### config.mk
export PLATFORM = sky130hd
export DESIGN_NAME = hop_encoder
export DESIGN_NICKNAME = d
export VERILOG_FILES = /design/src/hop_encoder_pkg.sv /design/src/hop_encoder.sv
export VERILOG_INCLUDE_DIRS = /design/src /design/src/src
export SDC_FILE = /design/constraint.sdc
export NUM_CORES = 1
export LEC_CHECK = 0
export BUFFER_PORTS_ARGS = -buffer_cell sky130_fd_sc_hd__buf_2
export CAP_MARGIN = 25
export CORE_MARGIN = 2
export CORE_UTILIZATION = 30
export DETAILED_ROUTE_END_ITERATION = 7
export PLACE_DENSITY = 0.48
export RECOVER_POWER = 100
export SYNTH_ARGS = -nofsm -noshare
export SYNTH_HDL_FRONTEND = slang
export SYNTH_SLANG_ARGS = --single-unit
### constraint.sdc
create_clock -name ref_clk -period 6.3 [get_ports ref_clk]
set_input_delay 0.63 -clock ref_clk [delete_from_list [all_inputs] [get_ports ref_clk]]
set_output_delay 0.63 -clock ref_clk [all_outputs]
set_load 0.03 [all_outputs]
### src/hop_encoder_map.svh
/*
 * constants of the code hopping encoder: store layout, option word fields,
 * code word layout and timing figures.
 * assumes a single 250 MHz reference clock.
 */
`ifndef HOP_ENCODER_MAP_SVH
`define HOP_ENCODER_MAP_SVH

// store geometry and word indices
`define STORE_WORDS      12
`define W_KEY0           4'h0
`define W_KEY1           4'h1
`define W_KEY2           4'h2
`define W_KEY3           4'h3
`define W_HOP_COUNT      4'h4
`define W_SPARE_A        4'h5
`define W_SERIAL_LO      4'h6
`define W_SERIAL_HI      4'h7
`define W_SEED_LO        4'h8
`define W_SEED_HI        4'h9
`define W_SPARE_B        4'hA
`define W_OPTION         4'hB

// option word fields
`define OPT_DISC_MSB     11
`define OPT_VSEL_BIT     12
`define OPT_RATE_BIT     13

// code word layout
`define SERIAL_TX_BITS   28
`define DATA_BITS        7'h42
`define SYNC_BITS        7'h52
`define EXTRA_BITS       16
`define ALL_BUTTONS      3'h7

// timing
`define CLK_MHZ          250
`define ELEM_SLOW_US     400
`define ELEM_FAST_US     200
`define DEBOUNCE_US      10000
`define PROG_SETUP_US    3500
`define PREAMBLE_ELEMS   8'h17
`define HEADER_ELEMS     8'h0A
`define GUARD_ELEMS      8'h27
`define SYMBOL_ELEMS     2'h2

`endif

### src/hop_encoder_pkg.sv
/*
 * types of the code hopping encoder.
 * constants come from hop_encoder_map.svh.
 */
package hop_encoder_pkg;

    typedef enum logic [10:0] {
        ST_IDLE     = 11'b000_0000_0001,
        ST_DEBOUNCE = 11'b000_0000_0010,
        ST_ENTRY    = 11'b000_0000_0100,
        ST_PROG     = 11'b000_0000_1000,
        ST_BUILD    = 11'b000_0001_0000,
        ST_PREAMBLE = 11'b000_0010_0000,
        ST_HEADER   = 11'b000_0100_0000,
        ST_DATA     = 11'b000_1000_0000,
        ST_GUARD    = 11'b001_0000_0000,
        ST_SYNC     = 11'b010_0000_0000,
        ST_SYNC_END = 11'b100_0000_0000
    } enc_state_t;

    // fixed part of the code word, msb sent last
    typedef struct packed {
        logic        fixed_one;
        logic        low_supply_flag;
        logic [3:0]  buttons;
        logic [27:0] serial;
    } fixed_part_t;

    // pwm pin as two signals
    typedef struct packed {
        logic out;
        logic oe_n;
    } pin_drive_t;

endpackage

### src/hop_encoder.sv
/*
 * code hopping encoder: parameter store, word builder, bit fifo,
 * pulse-width serialiser and externally clocked transmission.
 * assumes button and supply comparator inputs are asynchronous, the pwm pin
 * is pulled low outside and the rf stage samples the pwm level.
 */
// Overview of operation
// - store is 12 words of 16 bits
// - fixed word map for key, counter, serial
// - hop counter advances each transmission except seed words
// - only serial low 28 bits sent
// - all three buttons send seed
// - option word fields: disc, threshold, rate
// - encrypted part: buttons, disc, counter enciphered
// - fixed part: fixed, status, buttons, serial
// - preamble, header, 66 data bits, guard
// - rate bit picks element and blanking
// - threshold bit selects supply trip comparator
// - start-up plus low button enters clocked mode
// - clocked mode appends 16 reserved bits
// - clocked mode buttons sampled at entry
// - started word completes despite release
// - held button repeats transmissions
// - new button aborts and rebuilds word outside clocked mode
// - wake, debounce 10 ms, then build
// - low supply flag one below threshold
`timescale 1ns/1ns
`include "hop_encoder_map.svh"

module bit_fifo #(
    parameter int WIDTH = 1,
    parameter int DEPTH = 16
) (
    // clock and reset
    input  wire logic             ref_clk,
    input  wire logic             reset,
    input  wire logic             flush,
    // fill side
    input  wire logic             in_valid,
    output logic                  in_ready,
    input  wire logic [WIDTH-1:0] in_data,
    // drain side
    output logic                  out_valid,
    input  wire logic             out_ready,
    output logic [WIDTH-1:0]      out_data
);
    localparam int AW = $clog2(DEPTH);
    logic [WIDTH-1:0] mem_q [DEPTH];
    logic [AW-1:0]    wr_q;
    logic [AW-1:0]    rd_q;
    logic [AW:0]      cnt_q;
    wire              do_push = in_valid && in_ready;
    wire              do_pop  = out_valid && out_ready;

    assign in_ready  = (cnt_q != (AW+1)'(DEPTH));
    assign out_valid = (cnt_q != '0);
    assign out_data  = mem_q[rd_q];

    always_ff @(posedge ref_clk) begin
        if (do_push) begin
            mem_q[wr_q] <= in_data;
        end
    end

    always_ff @(posedge ref_clk) begin
        if (reset || flush) begin
            wr_q  <= '0;
            rd_q  <= '0;
            cnt_q <= '0;
        end else begin
            wr_q  <= do_push ? wr_q + 1'b1 : wr_q;
            rd_q  <= do_pop ? rd_q + 1'b1 : rd_q;
            cnt_q <= cnt_q + (AW+1)'(do_push) - (AW+1)'(do_pop);
        end
    end
endmodule

module hop_encoder #(
    parameter int unsigned ELEM_SLOW_CYC = `ELEM_SLOW_US * `CLK_MHZ,
    parameter int unsigned ELEM_FAST_CYC = `ELEM_FAST_US * `CLK_MHZ,
    parameter int unsigned DEBOUNCE_CYC  = `DEBOUNCE_US * `CLK_MHZ,
    parameter int unsigned PROG_SETUP_CYC = `PROG_SETUP_US * `CLK_MHZ
) (
    // clock and reset
    input  wire logic                        ref_clk,
    input  wire logic                        reset,
    // buttons, third one doubles as outside bit clock
    input  wire logic                        button_input_a,
    input  wire logic                        button_input_b,
    input  wire logic                        button_input_c_clock,
    // pwm pin
    input  wire logic                        pwm_in,
    output hop_encoder_pkg::pin_drive_t      pwm_pin,
    // supply comparators, high when supply is below the trip
    input  wire logic                        below_trip_6v,
    input  wire logic                        below_trip_9v,
    // status
    output logic                             powered_up
);
    import hop_encoder_pkg::*;

    // input synchronisers
    logic [5:0] sync1_q;
    logic [5:0] sync2_q;
    always_ff @(posedge ref_clk) begin
        if (reset) begin
            sync1_q <= '0;
            sync2_q <= '0;
        end else begin
            sync1_q <= {below_trip_9v, below_trip_6v, pwm_in,
                        button_input_c_clock, button_input_b, button_input_a};
            sync2_q <= sync1_q;
        end
    end
    wire [2:0] btn_now  = sync2_q[2:0];
    wire       clk_pin  = sync2_q[2];
    wire       data_pin = sync2_q[3];

    logic       clk_prev_q;
    wire        clk_rise = clk_pin && !clk_prev_q;
    wire        clk_fall = !clk_pin && clk_prev_q;

    // parameter store, nonvolatile so never reset
    logic [15:0] store_q [`STORE_WORDS];
    wire [63:0]  key    = {store_q[`W_KEY3], store_q[`W_KEY2],
                           store_q[`W_KEY1], store_q[`W_KEY0]};
    wire [15:0]  hop    = store_q[`W_HOP_COUNT];
    wire [31:0]  serial = {store_q[`W_SERIAL_HI], store_q[`W_SERIAL_LO]};
    wire [31:0]  seed   = {store_q[`W_SEED_HI], store_q[`W_SEED_LO]};
    wire [15:0]  option = store_q[`W_OPTION];
    wire [11:0]  discrimination_value = option[`OPT_DISC_MSB:0];
    wire supply_threshold_select = option[`OPT_VSEL_BIT];
    wire rate_select_bit         = option[`OPT_RATE_BIT];

    // nonlinear mixing stand-in; the real cipher is outside this block
    function automatic logic [31:0] encipher(input logic [31:0] x,
                                             input logic [63:0] k);
        logic [31:0] v;
        v = x;
        for (int i = 0; i < 64; i++) begin
            v = {v[30:0], v[31] ^ v[15] ^ (v[26] & v[9]) ^ k[i]};
        end
        return v;
    endfunction

    enc_state_t  state_q;
    enc_state_t  state_d;
    logic [23:0] wait_q;
    logic [23:0] elem_q;
    logic [7:0]  phase_q;
    logic [1:0]  sub_q;
    logic [6:0]  sent_q;
    logic [6:0]  load_q;
    logic [81:0] word_q;
    logic [2:0]  btn_q;
    logic        sync_mode_q;
    logic        blank_q;
    logic        pwm_q;
    logic        oe_n_q;
    logic [3:0]  prog_idx_q;
    logic [3:0]  prog_bit_q;
    logic [15:0] prog_sr_q;

    // element timing
    wire [23:0] elem_len = rate_select_bit ? 24'(ELEM_FAST_CYC - 1)
                                           : 24'(ELEM_SLOW_CYC - 1);
    wire tx_timed = state_q inside {ST_PREAMBLE, ST_HEADER, ST_DATA,
                                    ST_GUARD};
    wire elem_tick = tx_timed && (elem_q == elem_len);

    // word assembly
    wire        seed_req = (btn_q == `ALL_BUTTONS);
    wire [3:0]  btn_code = {btn_q[2], btn_q};
    wire        low_supply_flag = supply_threshold_select ? sync2_q[5]
                                                          : sync2_q[4];
    wire [15:0] hop_next = hop + 16'h0001;
    wire [31:0] plain    = {1'b0, btn_q, discrimination_value, hop_next};
    fixed_part_t fixed_part;
    assign fixed_part = '{fixed_one: 1'b1,
                          low_supply_flag: low_supply_flag,
                          buttons: btn_code,
                          serial: serial[`SERIAL_TX_BITS-1:0]};
    wire [31:0] hop_part = seed_req ? seed : encipher(plain, key);
    wire [81:0] word_new = {`EXTRA_BITS'(0), fixed_part, hop_part};

    // fifo between assembly and serialiser
    wire fifo_in_ready;
    wire fifo_out_valid;
    wire fifo_bit;
    wire abort;
    wire push = (load_q != '0);
    wire bit_pop = sync_mode_q ? (state_q == ST_SYNC) && clk_rise
                               : (state_q == ST_DATA) && elem_tick
                                 && (sub_q == `SYMBOL_ELEMS);
    bit_fifo #(.WIDTH(1), .DEPTH(16)) u_fifo (
        .ref_clk   (ref_clk),
        .reset     (reset),
        .flush     (abort),
        .in_valid  (push),
        .in_ready  (fifo_in_ready),
        .in_data   (word_q[0]),
        .out_valid (fifo_out_valid),
        .out_ready (bit_pop),
        .out_data  (fifo_bit)
    );

    wire new_press = |(btn_now & ~btn_q);
    assign abort = tx_timed && !sync_mode_q && new_press;
    wire word_done = (state_q == ST_DATA) && bit_pop
                     && (sent_q == `DATA_BITS - 7'h01);

    // next state
    always_comb begin
        state_d = state_q;
        case (state_q)
            ST_IDLE:
                if (btn_now != '0) state_d = ST_DEBOUNCE;
            ST_DEBOUNCE:
                if (btn_now == 3'h4 && data_pin
                    && wait_q >= 24'(PROG_SETUP_CYC)) begin
                    state_d = ST_ENTRY;
                end else if (wait_q == 24'(DEBOUNCE_CYC - 1)) begin
                    state_d = (btn_now == '0) ? ST_IDLE : ST_BUILD;
                end
            ST_ENTRY:
                if (clk_fall) state_d = (btn_now[1:0] != '0) ? ST_BUILD
                                                              : ST_PROG;
            ST_PROG:
                if (prog_idx_q == 4'(`STORE_WORDS)) state_d = ST_IDLE;
            ST_BUILD:
                state_d = sync_mode_q ? ST_SYNC : ST_PREAMBLE;
            ST_PREAMBLE:
                if (elem_tick && phase_q == `PREAMBLE_ELEMS - 8'h01) begin
                    state_d = ST_HEADER;
                end
            ST_HEADER:
                if (elem_tick && phase_q == `HEADER_ELEMS - 8'h01) begin
                    state_d = ST_DATA;
                end
            ST_DATA:
                if (word_done) state_d = ST_GUARD;
            ST_GUARD:
                if (elem_tick && phase_q == `GUARD_ELEMS - 8'h01) begin
                    state_d = (btn_now != '0) ? ST_BUILD : ST_IDLE;
                end
            ST_SYNC:
                if (bit_pop && sent_q == `SYNC_BITS - 7'h01) begin
                    state_d = ST_SYNC_END;
                end
            ST_SYNC_END:
                if (clk_fall) state_d = ST_IDLE;
            default:
                state_d = ST_IDLE;
        endcase
        if (abort) state_d = ST_DEBOUNCE;
    end

    // symbol shape: high 1 element for one, 2 for zero
    wire data_level = (sub_q == 2'h0)
                      || ((sub_q == 2'h1) && !fifo_bit);
    logic pwm_d;
    always_comb begin
        case (state_q)
            ST_PREAMBLE: pwm_d = !phase_q[0];
            ST_DATA:     pwm_d = data_level;
            ST_SYNC:     pwm_d = clk_rise ? fifo_bit : pwm_q;
            default:     pwm_d = 1'b0;
        endcase
        if (blank_q && tx_timed) pwm_d = 1'b0;
    end

    always_ff @(posedge ref_clk) begin
        if (reset) begin
            state_q     <= ST_IDLE;
            clk_prev_q  <= 1'b0;
            pwm_q       <= 1'b0;
            oe_n_q      <= 1'b1;
        end else begin
            state_q     <= state_d;
            clk_prev_q  <= clk_pin;
            pwm_q       <= pwm_d;
            oe_n_q      <= !(tx_timed || state_q inside {ST_SYNC,
                                                         ST_SYNC_END});
        end
    end

    // timers and counters
    always_ff @(posedge ref_clk) begin
        if (reset || state_q != state_d) begin
            wait_q  <= '0;
            elem_q  <= '0;
            phase_q <= '0;
            sub_q   <= '0;
        end else begin
            wait_q  <= wait_q + 24'h00_0001;
            elem_q  <= elem_tick ? '0 : elem_q + 24'h00_0001;
            if (elem_tick) begin
                phase_q <= phase_q + 8'h01;
                sub_q   <= (sub_q == `SYMBOL_ELEMS) ? 2'h0 : sub_q + 2'h1;
            end
        end
    end

    // assembly, fifo loading, mode and blanking
    always_ff @(posedge ref_clk) begin
        if (reset) begin
            btn_q       <= '0;
            sync_mode_q <= 1'b0;
            blank_q     <= 1'b0;
            load_q      <= '0;
            sent_q      <= '0;
            word_q      <= '0;
        end else begin
            if (state_q == ST_DEBOUNCE && state_d == ST_BUILD) begin
                btn_q <= btn_now;
            end
            if (state_q == ST_ENTRY && clk_fall) begin
                btn_q       <= {1'b0, btn_now[1:0]};
                sync_mode_q <= (btn_now[1:0] != '0);
            end
            if (state_q == ST_IDLE) sync_mode_q <= 1'b0;
            if (state_q == ST_BUILD) begin
                word_q <= word_new;
                load_q <= sync_mode_q ? `SYNC_BITS : `DATA_BITS;
                sent_q <= '0;
            end else if (abort) begin
                load_q <= '0;
            end else if (push && fifo_in_ready) begin
                word_q <= {1'b0, word_q[81:1]};
                load_q <= load_q - 7'h01;
            end
            if (bit_pop) sent_q <= sent_q + 7'h01;
            if (word_done) begin
                blank_q <= rate_select_bit && !blank_q;
            end else if (state_q == ST_IDLE) begin
                blank_q <= 1'b0;
            end
        end
    end

    // store writes: counter update and serial programming
    always_ff @(posedge ref_clk) begin
        if (state_q == ST_BUILD && !seed_req) begin
            store_q[`W_HOP_COUNT] <= hop_next;
        end
        if (state_q == ST_ENTRY && state_d == ST_PROG) begin
            for (int i = 0; i < `STORE_WORDS; i++) begin
                store_q[i] <= '0;
            end
        end
        if (state_q == ST_PROG && clk_fall && prog_bit_q == 4'hF) begin
            store_q[prog_idx_q] <= {data_pin, prog_sr_q[15:1]};
        end
    end

    always_ff @(posedge ref_clk) begin
        if (reset || state_q != ST_PROG) begin
            prog_idx_q <= '0;
            prog_bit_q <= '0;
            prog_sr_q  <= '0;
        end else if (clk_fall) begin
            prog_sr_q  <= {data_pin, prog_sr_q[15:1]};
            prog_bit_q <= prog_bit_q + 4'h1;
            if (prog_bit_q == 4'hF) prog_idx_q <= prog_idx_q + 4'h1;
        end
    end

    assign pwm_pin    = '{out: pwm_q, oe_n: oe_n_q};
    assign powered_up = (state_q != ST_IDLE);

    property p_counter_step;
        @(posedge ref_clk) disable iff (reset)
        (state_q == ST_BUILD && !seed_req)
            |=> store_q[`W_HOP_COUNT] == $past(hop) + 16'h0001;
    endproperty
    a_counter_step: assert property (p_counter_step)
        else $error("hop counter not advanced by one");

    property p_seed_sent;
        @(posedge ref_clk) disable iff (reset)
        (state_q == ST_BUILD && btn_q == `ALL_BUTTONS)
            |=> word_q[31:0] == $past(seed);
    endproperty
    a_seed_sent: assert property (p_seed_sent)
        else $error("seed not placed in hopping part");

    property p_serial_field;
        @(posedge ref_clk) disable iff (reset)
        state_q == ST_BUILD |=> word_q[59:32] == $past(serial[27:0])
                                && word_q[65] == 1'b1;
    endproperty
    a_serial_field: assert property (p_serial_field)
        else $error("fixed part serial field wrong");

    property p_low_flag;
        @(posedge ref_clk) disable iff (reset)
        state_q == ST_BUILD |=> word_q[64] == $past(low_supply_flag);
    endproperty
    a_low_flag: assert property (p_low_flag)
        else $error("low supply flag mismatch");

    property p_abort;
        @(posedge ref_clk) disable iff (reset)
        (tx_timed && !sync_mode_q && new_press)
            |=> state_q == ST_DEBOUNCE && !fifo_out_valid;
    endproperty
    a_abort: assert property (p_abort)
        else $error("new button did not abort the word");

    property p_complete;
        @(posedge ref_clk) disable iff (reset)
        (state_q == ST_DATA && btn_now == '0 && !word_done)
            |=> state_q == ST_DATA;
    endproperty
    a_complete: assert property (p_complete)
        else $error("word cut short after release");

    property p_wake;
        @(posedge ref_clk) disable iff (reset)
        (state_q == ST_IDLE && btn_now != '0) |=> state_q == ST_DEBOUNCE
            ##1 (state_q == ST_DEBOUNCE)[*8];
    endproperty
    a_wake: assert property (p_wake)
        else $error("debounce not held after wake");

    property p_word_len;
        @(posedge ref_clk) disable iff (reset)
        (word_done && !abort) |=> state_q == ST_GUARD && load_q == '0
            && !fifo_out_valid;
    endproperty
    a_word_len: assert property (p_word_len)
        else $error("data part not 66 bits");

    property p_symbol_head;
        @(posedge ref_clk) disable iff (reset)
        (state_q == ST_DATA && sub_q == 2'h0 && !blank_q
         && state_d == ST_DATA) |=> pwm_pin.out && !pwm_pin.oe_n;
    endproperty
    a_symbol_head: assert property (p_symbol_head)
        else $error("symbol does not open high");

endmodule

# ---- Word-level counts from Yosys, hierarchy flattened
# Memories as Yosys holds them, arrays and structs flattened. A register that Yosys moved wholly into a read port is not among the register bits.
# Cells that the tools add are included.
# Widths: inputs -> output; s select.
dict set report op_classes {
  shift 0
  mul 0
  bitwise_logic 258
  reduce_logical 61
  eq_ne 32
  order_cmp 1
  n_mux 51
  addsub 13
  div 0
}
# op n
set ops {}
lappend ops {{$mux 66} 3}
lappend ops {{$xor 1x1->1} 191}
lappend ops {{$mux 11} 12}
lappend ops {{$pmux 11 s11} 1}
lappend ops {{$and 1x1->1} 64}
lappend ops {{$add 24x1->24 const B} 2}
lappend ops {{$mux 7} 5}
lappend ops {{$mux 16} 2}
lappend ops {{$mux 32} 1}
lappend ops {{$logic_and 1x1->1} 27}
lappend ops {{$eq 24x17->1} 1}
lappend ops {{$eq 24x22->1 const B} 1}
lappend ops {{$ge 24x20->1 const B} 1}
lappend ops {{$eq 11x4->1 const B} 2}
lappend ops {{$eq 11x5->1 const B} 2}
lappend ops {{$mux 5} 4}
lappend ops {{$mux 17} 1}
lappend ops {{$add 16x1->16 const B} 1}
lappend ops {{$add 4x1->4 const B} 4}
lappend ops {{$reduce_or 16->1} 1}
lappend ops {{$eq 7x7->1 const B} 2}
lappend ops {{$mux 1} 14}
lappend ops {{$mux 4} 3}
lappend ops {{$reduce_bool 2->1} 6}
lappend ops {{44 further kinds} 65}
dict set report word_totals {
  latch_bits 0
  wordCells 441
  ram_bits 208
  register_bits 206
  mem_count 2
  inputBits 8
  out_inout_bits 3
  mem_bits_ro 0
}
# memory depth width rd rd_ports_with_merged_regs write_ports line
set memory_table {}
lappend memory_table {store_q 12 16 10 0 12 hop_encoder.sv:124} ;# logic [15:0] store_q [`STORE_WORDS];
lappend memory_table {u_fifo.mem_q 16 1 1 1 1 hop_encoder.sv:48} ;# logic [WIDTH-1:0] mem_q [DEPTH];

# ---- Longest topological paths before layout
# An unclocked memory read counts as a cell.
dict set report logic_depth {
  depth_word 25
  depth_mapped 19
  ltp_nobuf 17
}

# ---- Modules after synthesis
# From an unflattened synthesis, not the netlist that was laid out.
dict set report unflattened {
  cells_unflattened 2206
  hier_area_um2 20518.4
}
# module seq_area_each_um2 n_inst cells_each area_each_um2
set modules_own_cells {}
lappend modules_own_cells {hop_encoder 8468.1 1 2069 18985.7}
lappend modules_own_cells {bit_fifo 820.8 1 137 1532.7}

# ---- Worst setup path after synthesis
# No wires, ideal clock.
dict set report synth_path {
  path_kind {reg2reg}
  startpoint {reg state_q[0]}
  endpoint {reg u_fifo.cnt_q[4]}
  path_stages_with_launch 19
  arrival_time_ns 4.151
  n_path_buf 1
  synth_period_minus_slack_ns 4.270
  t_required_ns 6.181
  path_slack_ns 2.030
  setup_time_ns 0.119
  cell_sequence {dfxtp_1 -> buf_6 -> or4_4 -> nor3_4 -> o311ai_2 -> nor4_1 -> a41oi_1 -> a21oi_1 -> ha_1 -> inv_1 -> ha_1 -> inv_1 -> fa_1 -> inv_1 -> a21oi_1 -> nor2_1 -> nor2_1 -> xnor2_1 -> nor2_1}
}
dict set report synth_between {
  elab_chain_cells 8
  elab_cells_between_ends 16
  classes_between {add/sub (1); eq/ne (5); mux (1); reduce/logical (9)}
}
# item line
set synth_rtl {}
lappend synth_rtl {{start, declared} hop_encoder.sv:146} ;# enc_state_t state_q;
lappend synth_rtl {{start signal, assigned} hop_encoder.sv:279} ;# state_q <= state_d;
lappend synth_rtl {{$eq 11x6->1, or another cell as far along} hop_encoder.sv:167} ;# wire tx_timed = state_q inside {ST_PREAMBLE, ST_HEADER, ST_DATA,
lappend synth_rtl {{$reduce_bool 4->1} hop_encoder.sv:167}
lappend synth_rtl {{$logic_and 1x1->1} hop_encoder.sv:169} ;# wire elem_tick = tx_timed && (elem_q == elem_len);
lappend synth_rtl {{$logic_and 1x1->1 (2 in series)} hop_encoder.sv:193} ;# : (state_q == ST_DATA) && elem_tick
lappend synth_rtl {{$mux 1 *} hop_encoder.sv:192} ;# wire bit_pop = sync_mode_q ? (state_q == ST_SYNC) && clk_rise
lappend synth_rtl {{$logic_and 1x1->1 *} hop_encoder.sv:53} ;# wire do_pop = out_valid && out_ready;
lappend synth_rtl {{named net u_fifo.do_pop} hop_encoder.sv:53}
lappend synth_rtl {{$sub 5x1->5 *} hop_encoder.sv:73} ;# cnt_q <= cnt_q + (AW+1)'(do_push) - (AW+1)'(do_pop);
lappend synth_rtl {{end signal, assigned} hop_encoder.sv:73}
lappend synth_rtl {{end, declared} hop_encoder.sv:51} ;# logic [AW:0] cnt_q;
# Mark *: on every way through the listed nets, which the timed path passes. The rest lies on a longest branch.
# A chain may end at the register's enable or synchronous reset.

# ---- Worst setup path in the final report
dict set report layout_path {
  startpoint {reg state_q[0]}
  endpoint {reg elem_q[18]}
}
dict set report layout_between {
  elab_chain_cells 14
  elab_cells_between_ends 41
  classes_between {eq/ne (12); mux (14); reduce/logical (15)}
}
# item line
set layout_rtl {}
lappend layout_rtl {{$eq 11x6->1, or another cell as far along} {hop_encoder.sv:167, hop_encoder.sv:215}}
lappend layout_rtl {{$reduce_bool 4->1} hop_encoder.sv:167}
lappend layout_rtl {{$logic_and 1x1->1} hop_encoder.sv:169}
lappend layout_rtl {{$logic_and 1x1->1 (2 in series)} hop_encoder.sv:193}
lappend layout_rtl {{$mux 1} hop_encoder.sv:192}
lappend layout_rtl {{$logic_and 1x1->1 (2 in series)} hop_encoder.sv:209} ;# wire word_done = (state_q == ST_DATA) && bit_pop
lappend layout_rtl {{$mux 11} hop_encoder.sv:241} ;# if (word_done) state_d = ST_GUARD;
lappend layout_rtl {{$pmux 11 s11} hop_encoder.sv:215} ;# case (state_q)
lappend layout_rtl {{$mux 11} hop_encoder.sv:255} ;# if (abort) state_d = ST_DEBOUNCE;
lappend layout_rtl {{$ne 11x11->1} hop_encoder.sv:289} ;# if (reset || state_q != state_d) begin
lappend layout_rtl {{$logic_or 1x1->1} hop_encoder.sv:289}
lappend layout_rtl {{$reduce_or 2->1 (no line) *} n/a}
lappend layout_rtl {{end signal, assigned} hop_encoder.sv:296} ;# elem_q <= elem_tick ? '0 : elem_q + 24'h00_0001;
lappend layout_rtl {{end, declared} hop_encoder.sv:149} ;# logic [23:0] elem_q;
# Mark *: on every way between the ends. The rest lies on a longest branch, timed or not.

==> flow_metrics.env <==
export IMPL_outcome="finished, violations left"
export IMPL_violations="max-capacitance violations, max-slew violations"
export IMPL_routed_wl_um=55300
export IMPL_synth_edf_count=170
export IMPL_dpl_cell_area_um2=20500
export IMPL_cts_inserted_buffers=45
export IMPL_crit_slowest_cell="or4_1"
export IMPL_die_x_um=260
export IMPL_hp_class="in2reg"
export IMPL_crit_top_cell="nor2_1"
export IMPL_syn_area_um2=19700
export IMPL_leakage_nw=6.99
export IMPL_clk_path_buf_depth=3
export IMPL_post_route_util=0.339
export IMPL_clk_pin_slew_ps=60
export IMPL_avgViaCountPerCell=4.99
export IMPL_p_clk_frac=0.435
export IMPL_clkSinkCount=379
export IMPL_drc=0
export IMPL_cp_max_fo=35
export IMPL_max_stage_delay_ps=870
export IMPL_relSlewSlack=-0.551
export IMPL_fin_crit_ps=5640
export IMPL_yosysWarnings=0
export IMPL_drt_iter0_drc=1132
export IMPL_port_buffers=10
export IMPL_postRouteAntennaNets=0
export IMPL_grt_pass1_wl_um=85100
export IMPL_finalInstanceArea_um2=21900
export IMPL_p_int_mw=4.36
export IMPL_crit_chain="or4_4 > nor3_4 > o311ai_0 > or4_1 > nor3_2 > o211ai_1 > nor2_1 > nor2_1 > or3_1 > nor3_4 > o32a_1 > or2_2 > nor2_1"
export IMPL_grt_pass1_vias=14100
export IMPL_diodes=0
export IMPL_switching_power_mw=1.64
export IMPL_netSwitchingFraction=0.273
export IMPL_power_density_nw_per_um2=274
export IMPL_finalHoldViolCount=0
export IMPL_dieArea_um2=67600
export IMPL_cts_tree="done"
export IMPL_yosysSeqAreaShare=0.472
export IMPL_yosys_most_used_dff="dfxtp_1"
export IMPL_place_ws_ps=835
export IMPL_drive_gt1_frac=0.0611
export IMPL_drv_cap=3
export IMPL_antenna_found_initial=1
export IMPL_globalRouteOverflowTotal=0
export IMPL_num_rows=93
export IMPL_mappedNetlistNets=2116
export IMPL_track_usage=0.163
export IMPL_maxSlewViolCount=87
export IMPL_finalWorstSetupSlack_ps=663
export IMPL_area_delta_synth_final_pct=11.3
export IMPL_finalSetupTns_ps=0
export IMPL_die_h_um=260
export IMPL_ys_ff_latch=379
export IMPL_grt_max_degree=70
export IMPL_first_pass_iters=5
export IMPL_fin_nets=2081
export IMPL_rsz0062_at_grt="no"
export IMPL_end_kind="flop"
export IMPL_ir_drop_v=0.000286
export IMPL_place_congestion=0.890
export IMPL_ctsHtreeMaxLevel=2
export IMPL_required_ps=6720
export IMPL_skew_ps=31.9
export IMPL_clk_latency_ps=580
export IMPL_worst_ep_arrival_time_ps=6050
export IMPL_detailed_place_hpwl_um=37100
export IMPL_cts_root_buf="clkbuf_16"
export IMPL_cts_hold_buf=0
export IMPL_pwr_share_comb=0.123
export IMPL_ctsResizeCount=0
export IMPL_fin_cells=2934
export IMPL_startpoint_type="flop"
export IMPL_crit_type="reg2reg"
export IMPL_start_util=0.304
export IMPL_pwr_share_seq=0.442
export IMPL_fin_crit_sh=0.895
export IMPL_synth_async_reset_ratio=0
export IMPL_core_area_um2=64600
export IMPL_wl_per_cell_um=18.8
export IMPL_syn_avg_cell_area_um2=9.45
export IMPL_synthCells=2081
export IMPL_yosysUniqueCellTypes=84
export IMPL_vias=14700
export IMPL_io_pins=11
export IMPL_cts_setup_buffers=0
export IMPL_report_final_setup_viol=0
export IMPL_worstMarginPinSlew_ps=2330
export IMPL_dp_cells=2854
export IMPL_fmax_mhz=177
[area by class of cell]
| cell class | count | area (µm²) |
|---|---|---|
| inverters | 50 | 188 |
| flip-flops and latches | 379 | 9290 |
| multi-input cells | 1534 | 9670 |
| fillers | 6586 | 42700 |
| repair buffers | 36 | 199 |
| well taps | 855 | 1070 |
| clock buffers | 71 | 1370 |
| clock inverters | 9 | 100 |
[critical path: cells and delay by family, from the launching register on]
kind | cells | cell delay (ps)
AO/OA/AOI/OAI | 3 | 1310
flip-flops | 1 | 400
AND/OR/NAND/NOR | 10 | 3750
[registers in the layout (all words and copies together), names as in the netlist, 8 cells and up, named ones only]
name	flops
prog_sr_q	15
u_fifo.mem_q	16
state_q	11
store_q	154
elem_q	24
wait_q	24
phase_q	8
word_q	66
[synth_stat cells (5+ instances only)]
master,number,share of area
nand3_1,52,0.013
nand3b_1,10,0.0038
nor3b_1,8,0.0031
inv_1,49,0.0094
nand4b_1,7,0.0031
nand2_1,272,0.052
and2_1,136,0.043
nor4_1,15,0.0048
nor2_4,8,0.0046
and3_1,32,0.010
o21ai_0,43,0.011
o31ai_1,6,0.0023
a22o_1,6,0.0027
mux4_2,5,0.0057
edfxtp_1,170,0.26
nor3_1,59,0.015
or3_1,20,0.0064
a31oi_1,9,0.0029
buf_2,6,0.0015
xnor2_1,143,0.064
a31o_2,5,0.0022
a21oi_1,78,0.020
xnor3_1,13,0.015
nor2b_1,31,0.0099
clkbuf_1,100,0.019
ha_1,26,0.017
dfxtp_1,209,0.21
a211oi_1,19,0.0073
nand2b_1,19,0.0060
nand4_1,30,0.0095
xor2_1,81,0.036
a311o_1,9,0.0046
nor2_1,230,0.044
mux2i_1,17,0.0087
a311oi_1,47,0.021
[cells in the final DEF, fill, tap and decap left out, types with 17 or more instances in the layout]
cell type    n
nor2b_1     31
inv_1       49
and2_1      55
and2_0      80
a311oi_1    47
a21oi_1     78
xnor2_1    143
nor2_1     229
nand4_1     31
a211oi_1    19
mux2i_1     17
nand2b_1    19
o21ai_0     45
and3_1      32
or3_1       21
dfxtp_1    209
nand2_1    272
nor3_1      59
edfxtp_1   170
clkbuf_1    30
ha_1        26
xor2_1      81
clkbuf_16   48
nand3_1     52
[cells by family after synthesis]
group / share of synthesized area
simple gates: 0.248
flops: 0.472
compound gates: 0.0951
xor+xnor: 0.116
buf+inv: 0.0351
fa+ha+maj: 0.0176
mux: 0.0155
[final timing paths]
| check | start | endpoint | slack, ps | cells past startpoint |
|---|---|---|---|---|
| worst max-delay path | state_q[0] | elem_q[18] | 660 | 13 |
| worst min-delay path | below_trip_6v | sync1_q[4] | 280 | 2 |
| worst max register to register | state_q[0] | elem_q[18] | 660 | 13 |
| worst min register to register | sync1_q[3] | sync2_q[3] | 430 | 1 |
[per-stage QoR]
step           total power [mW]  hold slack (ps)
3_5_place_dp               3.47              426
4_1_cts                    6.11              248
6_report                   6.00              277
2_1_floorplan              3.27              414
5_1_grt                    6.26              263
3_3_place_gp               3.46              427
[power groups by stage]
stage / Sequential (mW) / Combinational (mW) / Clock, mW
floorplan: 2.69 / 0.577 / 0
global placement: 2.70 / 0.757 / 0
detailed placement: 2.71 / 0.762 / 0
CTS: 2.65 / 0.766 / 2.69
global route: 2.66 / 0.826 / 2.78
finish: 2.65 / 0.736 / 2.61
[layer usage]
layer,share of wire,GRT usage
met5,0,0
met4,0.023,0.0471
met3,0.041,0.0200
met2,0.47,0.266
met1,0.47,0.225
(Power assumes the default switching activity.)
